### src/include/qpc_cfg.svh
`ifndef QPC_CFG_SVH
`define QPC_CFG_SVH

// Bus geometry
`define QPC_ADDR_W 4
`define QPC_DATA_W 16

// Register word offsets
`define QPC_OFS_CTRL 4'h0
`define QPC_OFS_FILT 4'h1
`define QPC_OFS_POS 4'h2
`define QPC_OFS_MAX 4'h3

// Control and status field positions
`define QPC_CTRL_ERR_BIT 15
`define QPC_CTRL_DIR_BIT 11
`define QPC_CTRL_MODE_HI 10
`define QPC_CTRL_MODE_LO 8
`define QPC_CTRL_PINEN_BIT 6
`define QPC_CTRL_IDXRST_BIT 2

// Filter control field positions
`define QPC_FILT_COUNT_ERROR_INT_DISABLE_BIT 8

// Reset values
`define QPC_POS_RST 16'h0000
`define QPC_MAX_RST 16'hffff
`define QPC_MODE_RST 3'h0

// Counter arithmetic constants
`define QPC_ZERO 16'h0000
`define QPC_ONE 16'h0001
`define QPC_ALL_ONES 16'hffff

`endif

### src/include/qpc_pkg.sv
`include "qpc_cfg.svh"

package qpc_pkg;

    typedef logic [`QPC_DATA_W-1:0] qpc_word_t;
    typedef logic [`QPC_ADDR_W-1:0] qpc_addr_t;

    typedef enum logic [2:0] {
        QPC_MODE_OFF0 = 3'b000,
        QPC_MODE_OFF1 = 3'b001,
        QPC_MODE_OFF2 = 3'b010,
        QPC_MODE_OFF3 = 3'b011,
        QPC_MODE_X2_INDEX = 3'b100,
        QPC_MODE_X2_MATCH = 3'b101,
        QPC_MODE_X4_INDEX = 3'b110,
        QPC_MODE_X4_MATCH = 3'b111
    } qpc_mode_e;

endpackage

### src/rtl/qpc_quad_decode.sv
`timescale 1ns/1ps
`include "qpc_cfg.svh"

module qpc_quad_decode
    import qpc_pkg::*;
(
    input wire logic ref_clk,
    input wire logic rst,
    input wire logic ce,
    input wire logic phase_a_in,
    input wire logic phase_b_in,
    input wire logic index_in,
    input wire logic x4_mode,
    output logic count_pulse,
    output logic count_up,
    output logic index_pulse,
    output logic count_direction
);

    logic a_s1_q, a_s2_q, a_prev_q;
    logic b_s1_q, b_s2_q, b_prev_q;
    logic i_s1_q, i_s2_q, i_prev_q;
    logic dir_q, dir_d;
    logic a_edge, b_edge;

    always_comb begin
        a_edge = a_s2_q ^ a_prev_q;
        b_edge = b_s2_q ^ b_prev_q;
        // A edge: forward when A now differs from B; B edge: forward when equal
        count_up = a_edge ? (a_s2_q ^ b_s2_q) : ~(a_s2_q ^ b_s2_q);
        // Both phases moving at once is a lost step, not counted
        count_pulse = (a_edge & ~b_edge) | (x4_mode & b_edge & ~a_edge);
        dir_d = dir_q;
        if (a_edge ^ b_edge) begin
            dir_d = count_up;
        end
        index_pulse = i_s2_q & ~i_prev_q;
        count_direction = dir_q;
    end

    always_ff @(posedge ref_clk) begin
        if (rst) begin
            a_s1_q <= 1'b0;
            a_s2_q <= 1'b0;
            a_prev_q <= 1'b0;
            b_s1_q <= 1'b0;
            b_s2_q <= 1'b0;
            b_prev_q <= 1'b0;
            i_s1_q <= 1'b0;
            i_s2_q <= 1'b0;
            i_prev_q <= 1'b0;
            dir_q <= 1'b0;
        end else if (ce) begin
            a_s1_q <= phase_a_in;
            a_s2_q <= a_s1_q;
            a_prev_q <= a_s2_q;
            b_s1_q <= phase_b_in;
            b_s2_q <= b_s1_q;
            b_prev_q <= b_s2_q;
            i_s1_q <= index_in;
            i_s2_q <= i_s1_q;
            i_prev_q <= i_s2_q;
            dir_q <= dir_d;
        end
    end

endmodule

### src/rtl/qpc_top.sv
// Notes on behaviour
// - Phase A leading phase B counts forward; lagging counts reverse.
// - Sixteen-bit position counter steps by one per count pulse in derived direction.
// - Index modes: reaching max plus one or all ones sets error flag, error interrupt.
// - Error interrupt suppressed while the filter control disable bit is set.
// - After an error counting continues; up wrap gives no interrupt below max all ones, down wrap sets the error.
// - Error flag at bit 15 readable, writable; hardware only sets it.
// - Index modes with index reset enabled clear the counter on index.
// - Index reset disabled: counter keeps counting and only wraps naturally.
// - Index modes raise the position interrupt on every index pulse, not on overflow or underflow.
// - Direction driven onto its pin only while pin enable bit 6 set.
// - Mode field at bits 10 to 8 selects x2, x4 and reset variants.
// - x2 modes count on both edges of phase A; B gives direction.
// - x4 modes count on every edge of both phases.
// - Modes 101 and 111 reset the counter on max count match.
`timescale 1ns/1ps
`include "qpc_cfg.svh"

module qpc_top
    import qpc_pkg::*;
(
    input wire logic ref_clk,
    input wire logic rst,
    input wire logic ce,
    input wire logic phase_a_in,
    input wire logic phase_b_in,
    input wire logic index_in,
    input wire qpc_addr_t reg_addr,
    input wire qpc_word_t reg_wdata,
    input wire logic reg_wr,
    input wire logic reg_rd,
    output qpc_word_t reg_rdata,
    output logic dir_pin_out,
    output logic dir_pin_oe_n,
    output logic count_error_irq,
    output logic position_irq
);

    // Configuration state
    qpc_mode_e mode_q, mode_d;
    logic pin_en_q, pin_en_d;
    logic idx_rst_en_q, idx_rst_en_d;
    logic count_error_int_disable_q, count_error_int_disable_d;
    qpc_word_t max_q, max_d;

    // Counter state
    qpc_word_t pos_q, pos_d;
    logic err_q, err_d;
    logic err_irq_q, err_irq_d;
    logic pos_irq_q, pos_irq_d;

    // Bus and pin state
    qpc_word_t rdata_q, rdata_d;
    logic dir_out_q, dir_out_d;
    logic dir_oe_n_q, dir_oe_n_d;

    // Decoder outputs
    logic count_pulse;
    logic count_up;
    logic index_pulse;
    logic count_direction;

    // Counter helpers
    logic err_set;
    logic wr_ctrl, wr_filt, wr_pos, wr_max;
    qpc_word_t step;

    function automatic logic is_active(input qpc_mode_e m);
        is_active = m[2];
    endfunction

    function automatic logic is_index_mode(input qpc_mode_e m);
        is_index_mode = (m == QPC_MODE_X2_INDEX) || (m == QPC_MODE_X4_INDEX);
    endfunction

    function automatic logic is_match_mode(input qpc_mode_e m);
        is_match_mode = (m == QPC_MODE_X2_MATCH) || (m == QPC_MODE_X4_MATCH);
    endfunction

    function automatic logic is_x4_mode(input qpc_mode_e m);
        is_x4_mode = (m == QPC_MODE_X4_INDEX) || (m == QPC_MODE_X4_MATCH);
    endfunction

    function automatic qpc_word_t step_value(input qpc_word_t v, input logic up);
        step_value = up ? (v + `QPC_ONE) : (v - `QPC_ONE);
    endfunction

    qpc_quad_decode u_decode (
        .ref_clk(ref_clk),
        .rst(rst),
        .ce(ce),
        .phase_a_in(phase_a_in),
        .phase_b_in(phase_b_in),
        .index_in(index_in),
        .x4_mode(is_x4_mode(mode_q)),
        .count_pulse(count_pulse),
        .count_up(count_up),
        .index_pulse(index_pulse),
        .count_direction(count_direction)
    );

    // Register write decode and configuration
    always_comb begin
        wr_ctrl = reg_wr && (reg_addr == `QPC_OFS_CTRL);
        wr_filt = reg_wr && (reg_addr == `QPC_OFS_FILT);
        wr_pos = reg_wr && (reg_addr == `QPC_OFS_POS);
        wr_max = reg_wr && (reg_addr == `QPC_OFS_MAX);
        mode_d = mode_q;
        pin_en_d = pin_en_q;
        idx_rst_en_d = idx_rst_en_q;
        count_error_int_disable_d = count_error_int_disable_q;
        max_d = max_q;
        if (wr_ctrl) begin
            // Direction bit 11 is not taken from the write
            mode_d = qpc_mode_e'(reg_wdata[`QPC_CTRL_MODE_HI:`QPC_CTRL_MODE_LO]);
            pin_en_d = reg_wdata[`QPC_CTRL_PINEN_BIT];
            idx_rst_en_d = reg_wdata[`QPC_CTRL_IDXRST_BIT];
        end
        if (wr_filt) begin
            count_error_int_disable_d = reg_wdata[`QPC_FILT_COUNT_ERROR_INT_DISABLE_BIT];
        end
        if (wr_max) begin
            max_d = reg_wdata;
        end
    end

    always_ff @(posedge ref_clk) begin
        if (rst) begin
            mode_q <= QPC_MODE_OFF0;
            pin_en_q <= 1'b0;
            idx_rst_en_q <= 1'b0;
            count_error_int_disable_q <= 1'b0;
            max_q <= `QPC_MAX_RST;
        end else if (ce) begin
            mode_q <= mode_d;
            pin_en_q <= pin_en_d;
            idx_rst_en_q <= idx_rst_en_d;
            count_error_int_disable_q <= count_error_int_disable_d;
            max_q <= max_d;
        end
    end

    // Position counter, error flag and event pulses
    always_comb begin
        pos_d = pos_q;
        err_set = 1'b0;
        err_irq_d = 1'b0;
        pos_irq_d = 1'b0;
        step = step_value(pos_q, count_up);
        if (!is_active(mode_q)) begin
            pos_d = pos_q;
        end else if (is_index_mode(mode_q)) begin
            if (count_pulse) begin
                // Free 16-bit wrap; the wrap down to all ones is itself a count error
                pos_d = step;
                if ((count_up && (step == (max_q + `QPC_ONE))) ||
                    (!count_up && (step == `QPC_ALL_ONES))) begin
                    err_set = 1'b1;
                    err_irq_d = ~count_error_int_disable_q;
                end
            end
            if (index_pulse) begin
                pos_irq_d = 1'b1;
                if (idx_rst_en_q) begin
                    pos_d = `QPC_ZERO;
                end
            end
        end else if (is_match_mode(mode_q)) begin
            // Index pulse has no effect in match modes
            if (count_pulse) begin
                if (count_up && (pos_q == max_q)) begin
                    pos_d = `QPC_ZERO;
                    pos_irq_d = 1'b1;
                end else if (!count_up && (pos_q == `QPC_ZERO)) begin
                    pos_d = max_q;
                    pos_irq_d = 1'b1;
                end else begin
                    pos_d = step;
                end
            end
        end
        // Software load beats a same-cycle count step
        if (wr_pos) begin
            pos_d = reg_wdata;
        end
        // Hardware set wins over a software clear in the same cycle
        if (err_set) begin
            err_d = 1'b1;
        end else if (wr_ctrl) begin
            err_d = reg_wdata[`QPC_CTRL_ERR_BIT];
        end else begin
            err_d = err_q;
        end
    end

    always_ff @(posedge ref_clk) begin
        if (rst) begin
            pos_q <= `QPC_POS_RST;
            err_q <= 1'b0;
            err_irq_q <= 1'b0;
            pos_irq_q <= 1'b0;
        end else if (ce) begin
            pos_q <= pos_d;
            err_q <= err_d;
            err_irq_q <= err_irq_d;
            pos_irq_q <= pos_irq_d;
        end
    end

    // Read data and direction pin
    always_comb begin
        rdata_d = `QPC_ZERO;
        if (reg_rd) begin
            unique case (reg_addr)
                `QPC_OFS_CTRL: begin
                    rdata_d[`QPC_CTRL_ERR_BIT] = err_q;
                    rdata_d[`QPC_CTRL_DIR_BIT] = count_direction;
                    rdata_d[`QPC_CTRL_MODE_HI:`QPC_CTRL_MODE_LO] = mode_q;
                    rdata_d[`QPC_CTRL_PINEN_BIT] = pin_en_q;
                    rdata_d[`QPC_CTRL_IDXRST_BIT] = idx_rst_en_q;
                end
                `QPC_OFS_FILT: begin
                    rdata_d[`QPC_FILT_COUNT_ERROR_INT_DISABLE_BIT] = count_error_int_disable_q;
                end
                `QPC_OFS_POS: begin
                    rdata_d = pos_q;
                end
                `QPC_OFS_MAX: begin
                    rdata_d = max_q;
                end
                default: begin
                    // Unmapped offsets read as zero
                    rdata_d = `QPC_ZERO;
                end
            endcase
        end
        dir_out_d = pin_en_q & count_direction;
        dir_oe_n_d = ~pin_en_q;
    end

    always_ff @(posedge ref_clk) begin
        if (rst) begin
            rdata_q <= `QPC_ZERO;
            dir_out_q <= 1'b0;
            dir_oe_n_q <= 1'b1;
        end else if (ce) begin
            rdata_q <= rdata_d;
            dir_out_q <= dir_out_d;
            dir_oe_n_q <= dir_oe_n_d;
        end
    end

    assign reg_rdata = rdata_q;
    assign dir_pin_out = dir_out_q;
    assign dir_pin_oe_n = dir_oe_n_q;
    assign count_error_irq = err_irq_q;
    assign position_irq = pos_irq_q;

endmodule

### config.mk
export PLATFORM = sky130hd
export DESIGN_NAME = qpc_top
export DESIGN_NICKNAME = d
export VERILOG_FILES = /design/src/include/qpc_pkg.sv /design/src/rtl/qpc_quad_decode.sv /design/src/rtl/qpc_top.sv
export VERILOG_INCLUDE_DIRS = /design/src /design/src/include
export SDC_FILE = /design/constraint.sdc
export NUM_CORES = 1
export LEC_CHECK = 0
export BUFFER_PORTS_ARGS = -buffer_cell sky130_fd_sc_hd__clkbuf_2
export CAP_MARGIN = 5
export CORE_MARGIN = 2
export CORE_UTILIZATION = 34
export CTS_BUF_LIST = sky130_fd_sc_hd__clkbuf_4
export DETAILED_ROUTE_END_ITERATION = 7
export GPL_TIMING_DRIVEN = 0
export PLACE_DENSITY = 0.47
export REMOVE_ABC_BUFFERS = 1
export SYNTH_ARGS = -nofsm -noshare
export SYNTH_HDL_FRONTEND = slang
export SYNTH_SLANG_ARGS = --single-unit
### constraint.sdc
create_clock -name ref_clk -period 8.5 [get_ports ref_clk]
set_input_delay 0.425 -clock ref_clk [delete_from_list [all_inputs] [get_ports ref_clk]]
set_output_delay 0.425 -clock ref_clk [all_outputs]
set_load 0.005 [all_outputs]
[Yosys cells after proc, flatten, opt, wreduce, memory -nomap -nowiden]
Index checks and enable logic that the tools add are counted.
Storage, ports and cells
  word-level logic and storage cells: 115
  register bits: 69
  output and inout port bits: 20
  input bits: 28
Cells by class
  bitwise operators: 16
  eq/ne operators: 10
  reductions and logical operators: 25
  muxes and demuxes: 39
  add/sub/neg operators: 3
Operators with widths (count)
  16-bit 2-to-1 mux: 12
  16-bit by 1-bit adder with 16-bit output, second input constant: 2
  16-bit equality test: 2
  1-bit 2-to-1 mux: 18
  16-bit equality test, second input constant: 1
  16-bit zero test: 1
  16-bit by 1-bit subtractor with 16-bit output, second input constant: 1
  3-bit equality test, second input constant: 4
  3-bit case mux with 2 select lines: 2
  2-bit AND reduction: 5
  1-bit case mux with 3 select lines: 3
  3-bit case mux with 3 select lines: 1
  4-bit by 2-bit equality test with 1-bit output, second input constant: 2
  1-bit logical AND: 8
  1-bit inverter: 6
  3-bit nonzero test: 2
  1-bit bitwise AND: 5
  4-bit by 1-bit equality test with 1-bit output, second input constant: 1
  4-bit zero test: 1
  1-bit logical OR: 4
  1-bit case mux with 4 select lines: 1
  2-bit case mux with 2 select lines: 1
  4-bit AND reduction: 1
  2-bit nonzero test: 2
  other kinds (4): 7

[Depth between registers and ports, before layout]
  depth in word-level cells: 13
  depth in mapped cells: 15
  depth with buffers taken out: 12

[Hierarchy]
A second synthesis with hierarchy kept.
Unflattened totals
  cell total of the unflattened synthesis: 671
  area total of the unflattened synthesis: 5291.3 µm²
By module, submodules not included
  qpc_top: cells each 629, seq. area each 1181.1 µm², area each 4878.4 µm², instances 1
  qpc_quad_decode: cells each 42, seq. area each 200.2 µm², area each 412.9 µm², instances 1

[Least setup slack after synthesis]
OpenSTA, ideal clock, no wires.
  path type: reg-to-reg
  start: reg u_decode.b_s2_q
  end: reg err_q
  required time: 8413 ps
  setup time: 87 ps
  data arrival time: 3418 ps
  buffers on the path: 3
  cell stages (with the launch flop): 16
  period minus slack after synthesis: 3505 ps
  path slack: 4995 ps
  path through: dfxtp_1 > buf_2 > xnor2_4 > buf_6 > xnor2_1 > ha_1 > or4_1 > buf_2 > or3_1 > nand4_1 > mux2i_1 > xor2_1 > nand4_1 > nor4_4 > nor3_1 > o31ai_1
On the way
  word-level cells in the longest chain between the ends: 13
  elaborated cells between the ends (all ways): 23
  classes of those cells: 2 x eq/ne; 7 x mux; 8 x bitwise; 6 x reduce/logical
RTL lines
  start: declaration: RTL line qpc_quad_decode.sv:21  | logic b_s1_q, b_s2_q, b_prev_q;
  start signal: assignment: RTL line qpc_quad_decode.sv:58  | b_s2_q <= b_s1_q;
  1-bit bitwise XOR: RTL line qpc_quad_decode.sv:30  | count_up = a_edge ? (a_s2_q ^ b_s2_q) : ~(a_s2_q ^ b_s2_q);
  1-bit inverter: RTL line qpc_quad_decode.sv:30
  1-bit 2-to-1 mux: RTL line qpc_quad_decode.sv:30
  16-bit 2-to-1 mux: RTL line qpc_top.sv:85  | step_value = up ? (v + `QPC_ONE) : (v - `QPC_ONE);
  16-bit equality test (on tied branches)
  1-bit logical AND (on tied branches): RTL line qpc_top.sv:156, qpc_top.sv:157
  1-bit logical OR: RTL line qpc_top.sv:156  | if ((count_up && (step == (max_q + `QPC_ONE))) ||
  1-bit 2-to-1 mux: RTL line qpc_top.sv:156
  1-bit 2-to-1 mux (*): RTL line qpc_top.sv:153  | if (count_pulse) begin
  1-bit 2-to-1 mux (*): RTL line qpc_top.sv:152  | end else if (is_index_mode(mode_q)) begin
  1-bit 2-to-1 mux (*): RTL line qpc_top.sv:150  | if (!is_active(mode_q)) begin
  2-bit nonzero test (no source line)
  2-bit AND reduction (no source line)
  end signal: assignment: RTL line qpc_top.sv:204  | err_q <= err_d;
  end: declaration: RTL line qpc_top.sv:48  | logic err_q, err_d;
Every way passes the cells marked *; elsewhere a longest branch is shown, timed or not.
A chain may end at the register's enable or synchronous reset.

[Worst setup path in the final report]
Ends and elaborated chain as after synthesis.

==> impl_metrics.env <==
export IMPL_die_x_um=126.2
export IMPL_cts_sinks=69
export IMPL_synth_area_um2=5079
export IMPL_vias=4869
export IMPL_clk_latency_ns=0.46
export IMPL_avgRoutedWirePerCell_um=20.35
export IMPL_r2r_start="u_decode.b_s2_q$_SDFFE_PP0P_"
export IMPL_drtIter0Drc=339
export IMPL_p_seq_frac=0.506
export IMPL_die_area_um2=15930
export IMPL_power_density_nw_per_um2=120.4
export IMPL_status="complete, no violations"
export IMPL_cts_tree="done"
export IMPL_slew_viol_final=0
export IMPL_gp_congestion=0.9218
export IMPL_nets=688
export IMPL_drive_gt1_frac=0.1405
export IMPL_crit_path_start="u_decode.b_s2_q$_SDFFE_PP0P_"
export IMPL_start_util=0.3481
export IMPL_ir_drop_uv=82.49
export IMPL_postSynthCellCount=655
export IMPL_endpoint_kind="register"
export IMPL_slew_headroom=0.1648
export IMPL_antenna_found_initial=0
export IMPL_grtUsageTotal=0.2225
export IMPL_detail_route_vias_per_cell=5.755
export IMPL_wl_um=17220
export IMPL_drc_errors=0
export IMPL_p_int_uw=463.3
export IMPL_hold_path_startpoint="reg_wdata[13]"
export IMPL_synth_cell_types=70
export IMPL_grt_pass1_wl_um=27610
export IMPL_finClkSkew_ns=0.01344
export IMPL_maxCapViolCount=0
export IMPL_area_growth_pct=7.982
export IMPL_rsz0062_at_grt="false"
export IMPL_reg2reg_depth=11
export IMPL_worst_pin_slew_ns=1.253
export IMPL_ys_top_cells_by_area="dfxtp_1 27%, mux2i_1 9.3%, xnor2_1 6.4%, nor2_1 6.1%, nand2_1 5.6%"
export IMPL_htree_levels=3
export IMPL_ys_ff_latch=69
export IMPL_detailed_place_hpwl_um=12470
export IMPL_worst_path_max_fanout=18
export IMPL_cts_root_buf="clkbuf_4"
export IMPL_p_sw_uw=196.8
export IMPL_clock_path_buffers=2
export IMPL_fin_crit_sh=0.5085
export IMPL_worstPathArrival_ns=4.69
export IMPL_cts_setup_buffers=0
export IMPL_setup_viol=0
export IMPL_netSwitchingFraction=0.2981
export IMPL_power_leakage_uw=0.002078
export IMPL_setup_tns_ns=0
export IMPL_crit_type="reg2reg"
export IMPL_required_ns=8.86
export IMPL_syn_avg_cell_area_um2=7.754
export IMPL_row_count=44
export IMPL_antenna_cells=0
export IMPL_clk_pin_slew_ns=0.12
export IMPL_io_pins=48
export IMPL_die_y_um=126.2
export IMPL_grt_max_degree=54
export IMPL_ctsResizeCount=0
export IMPL_grt_overflow=0
export IMPL_place_ws_ns=4.174
export IMPL_max_freq_mhz=231.4
export IMPL_hp_class="in2reg"
export IMPL_synthArstFlopShare=0
export IMPL_synth_top_area_share=0.2720
export IMPL_ys_seq_area_frac=0.2720
export IMPL_fin_util=0.3759
export IMPL_grt_pass1_vias=4844
export IMPL_crit_slowest_cell="xnor2_4"
export IMPL_yosysTopAreaCell="dfxtp_1"
export IMPL_synth_warnings=0
export IMPL_cts_hold_buf=0
export IMPL_whs_path_depth=3
export IMPL_critPathMaxStageDelay_ns=0.64
export IMPL_synth_edf_count=0
export IMPL_io_buffers=47
export IMPL_ant_nets=0
export IMPL_power_frac_clock=0.330
export IMPL_core_um2=14590
export IMPL_dr_pass1_iters=6
export IMPL_startpoint_type="register"
export IMPL_cts_buffers=9
export IMPL_path_cells="xnor2_4, xnor2_1, ha_1, or4_1, nor3_1, or3_1, nand2_1, or4_1, nor4_4, nor3_1, o31ai_1"
export IMPL_worst_slack_ns=4.178
export IMPL_pwr_share_comb=0.163
export IMPL_ys_flop_type="dfxtp_1"
export IMPL_hold_viol_final=0
export IMPL_fin_crit_ns=4.322
cell type report:
cell class	instances	area, um2
multi-input cells	521	3451
repair buffers	51	269.0
flip-flops and latches	69	1381
fillers	1524	9105
well taps	184	230.2
clock inverters	5	51.30
inverters	5	18.77
clock buffers	11	82.58
metal layers:
layer | track usage | part of all wire | vias to the layer above
met2 | 0.3558 | 0.45 | 126
met4 | 0.08274 | 0.024 | 0
met3 | 0.02974 | 0.050 | 25
li1 | - | - | 2358
met1 | 0.3063 | 0.47 | 2360
met5 | 0 | 0 | -
placed cells by master (no fill, tap or decap), types with 17 or more instances in the layout:
master and n:
xor2_1 17, clkbuf_2 47, xnor2_1 37, dfxtp_1 69
a21oi_1 39, nor2_1 81, nor3_1 17, mux2i_1 47
nand2_1 76, nand4_1 20, o21ai_0 27, a22oi_1 18
flip-flops by register name (all words and copies together), names as in the netlist, 3 cells and up:
register / cells
pos_q: 16
max_q: 16
reg_rdata: 16
mode_q: 3
per-stage QoR:
step / hold WS [ns] / instances / area, um2 / power, uW
floorplan: 0.4513 / 595 / 4830 / 407.8
global route: 0.1921 / 846 / 5484 / 693.5
CTS: 0.1785 / 846 / 5482 / 669.3
finish: 0.1985 / 846 / 5484 / 660.1
detailed placement: 0.4547 / 830 / 5348 / 448.9
global placement: 0.4520 / 826 / 5295 / 447.2
power by group through the flow:
| stage | Sequential (uW) | Clock (uW) | Combinational (uW) |
|---|---|---|---|
| 2_1_floorplan | 339 | 0 | 68.5 |
| 3_3_place_gp | 341 | 0 | 106 |
| 3_5_place_dp | 342 | 0 | 107 |
| 4_1_cts | 334 | 227 | 108 |
| 5_1_grt | 335 | 240 | 118 |
| 6_report | 334 | 218 | 108 |
cells in the mapped netlist, types with 4 or more instances:
master / count
xnor2_1: 37
and4_1: 7
o221ai_1: 6
a22oi_1: 18
a21oi_1: 39
and2_1: 5
nand3_1: 16
and3_1: 8
nand2_1: 76
xor2_1: 17
or4_1: 5
dfxtp_1: 69
or3_1: 6
buf_2: 7
nor2_1: 82
o22ai_1: 4
nor4_1: 10
nand4_1: 20
inv_1: 4
o211ai_1: 9
mux2i_1: 47
o21ai_0: 28
clkbuf_1: 49
nor3_1: 17
a211oi_1: 6
o311ai_0: 4
worst paths after layout:
path,end,slack [ns]
worst max-delay path,err_q$_SDFFE_PP0P_,4.18
worst min-delay path,max_q[13]$_SDFFE_PP1P_,0.20
worst max register to register,err_q$_SDFFE_PP0P_,4.18
worst min register to register,count_error_irq$_SDFFE_PP0P_,0.47
worst max-delay path: cells and delay by family (launching register included):
family,cells,cell delay (ns)
compound gates,1,0.19
xor+xnor,2,0.82
fa+ha+maj,1,0.27
flops,1,0.43
simple gates,7,2.49
cell families (layout without fill, tap and decap cells):
| family | Yosys count | in the layout | share of synthesized area |
|---|---|---|---|
| DFF | 69 | 69 | 0.2720 |
| buffers and inverters | 65 | 72 | 0.05272 |
| adders and majority gates | 3 | 3 | 0.007392 |
| AOI/OAI and AO/OA | 133 | 133 | 0.1737 |
| xor gates and xnor gates | 59 | 59 | 0.1138 |
| and+or+nand+nor | 273 | 273 | 0.2693 |
| muxes | 53 | 53 | 0.1111 |
Note: power is estimated with default switching activity, not from simulation.
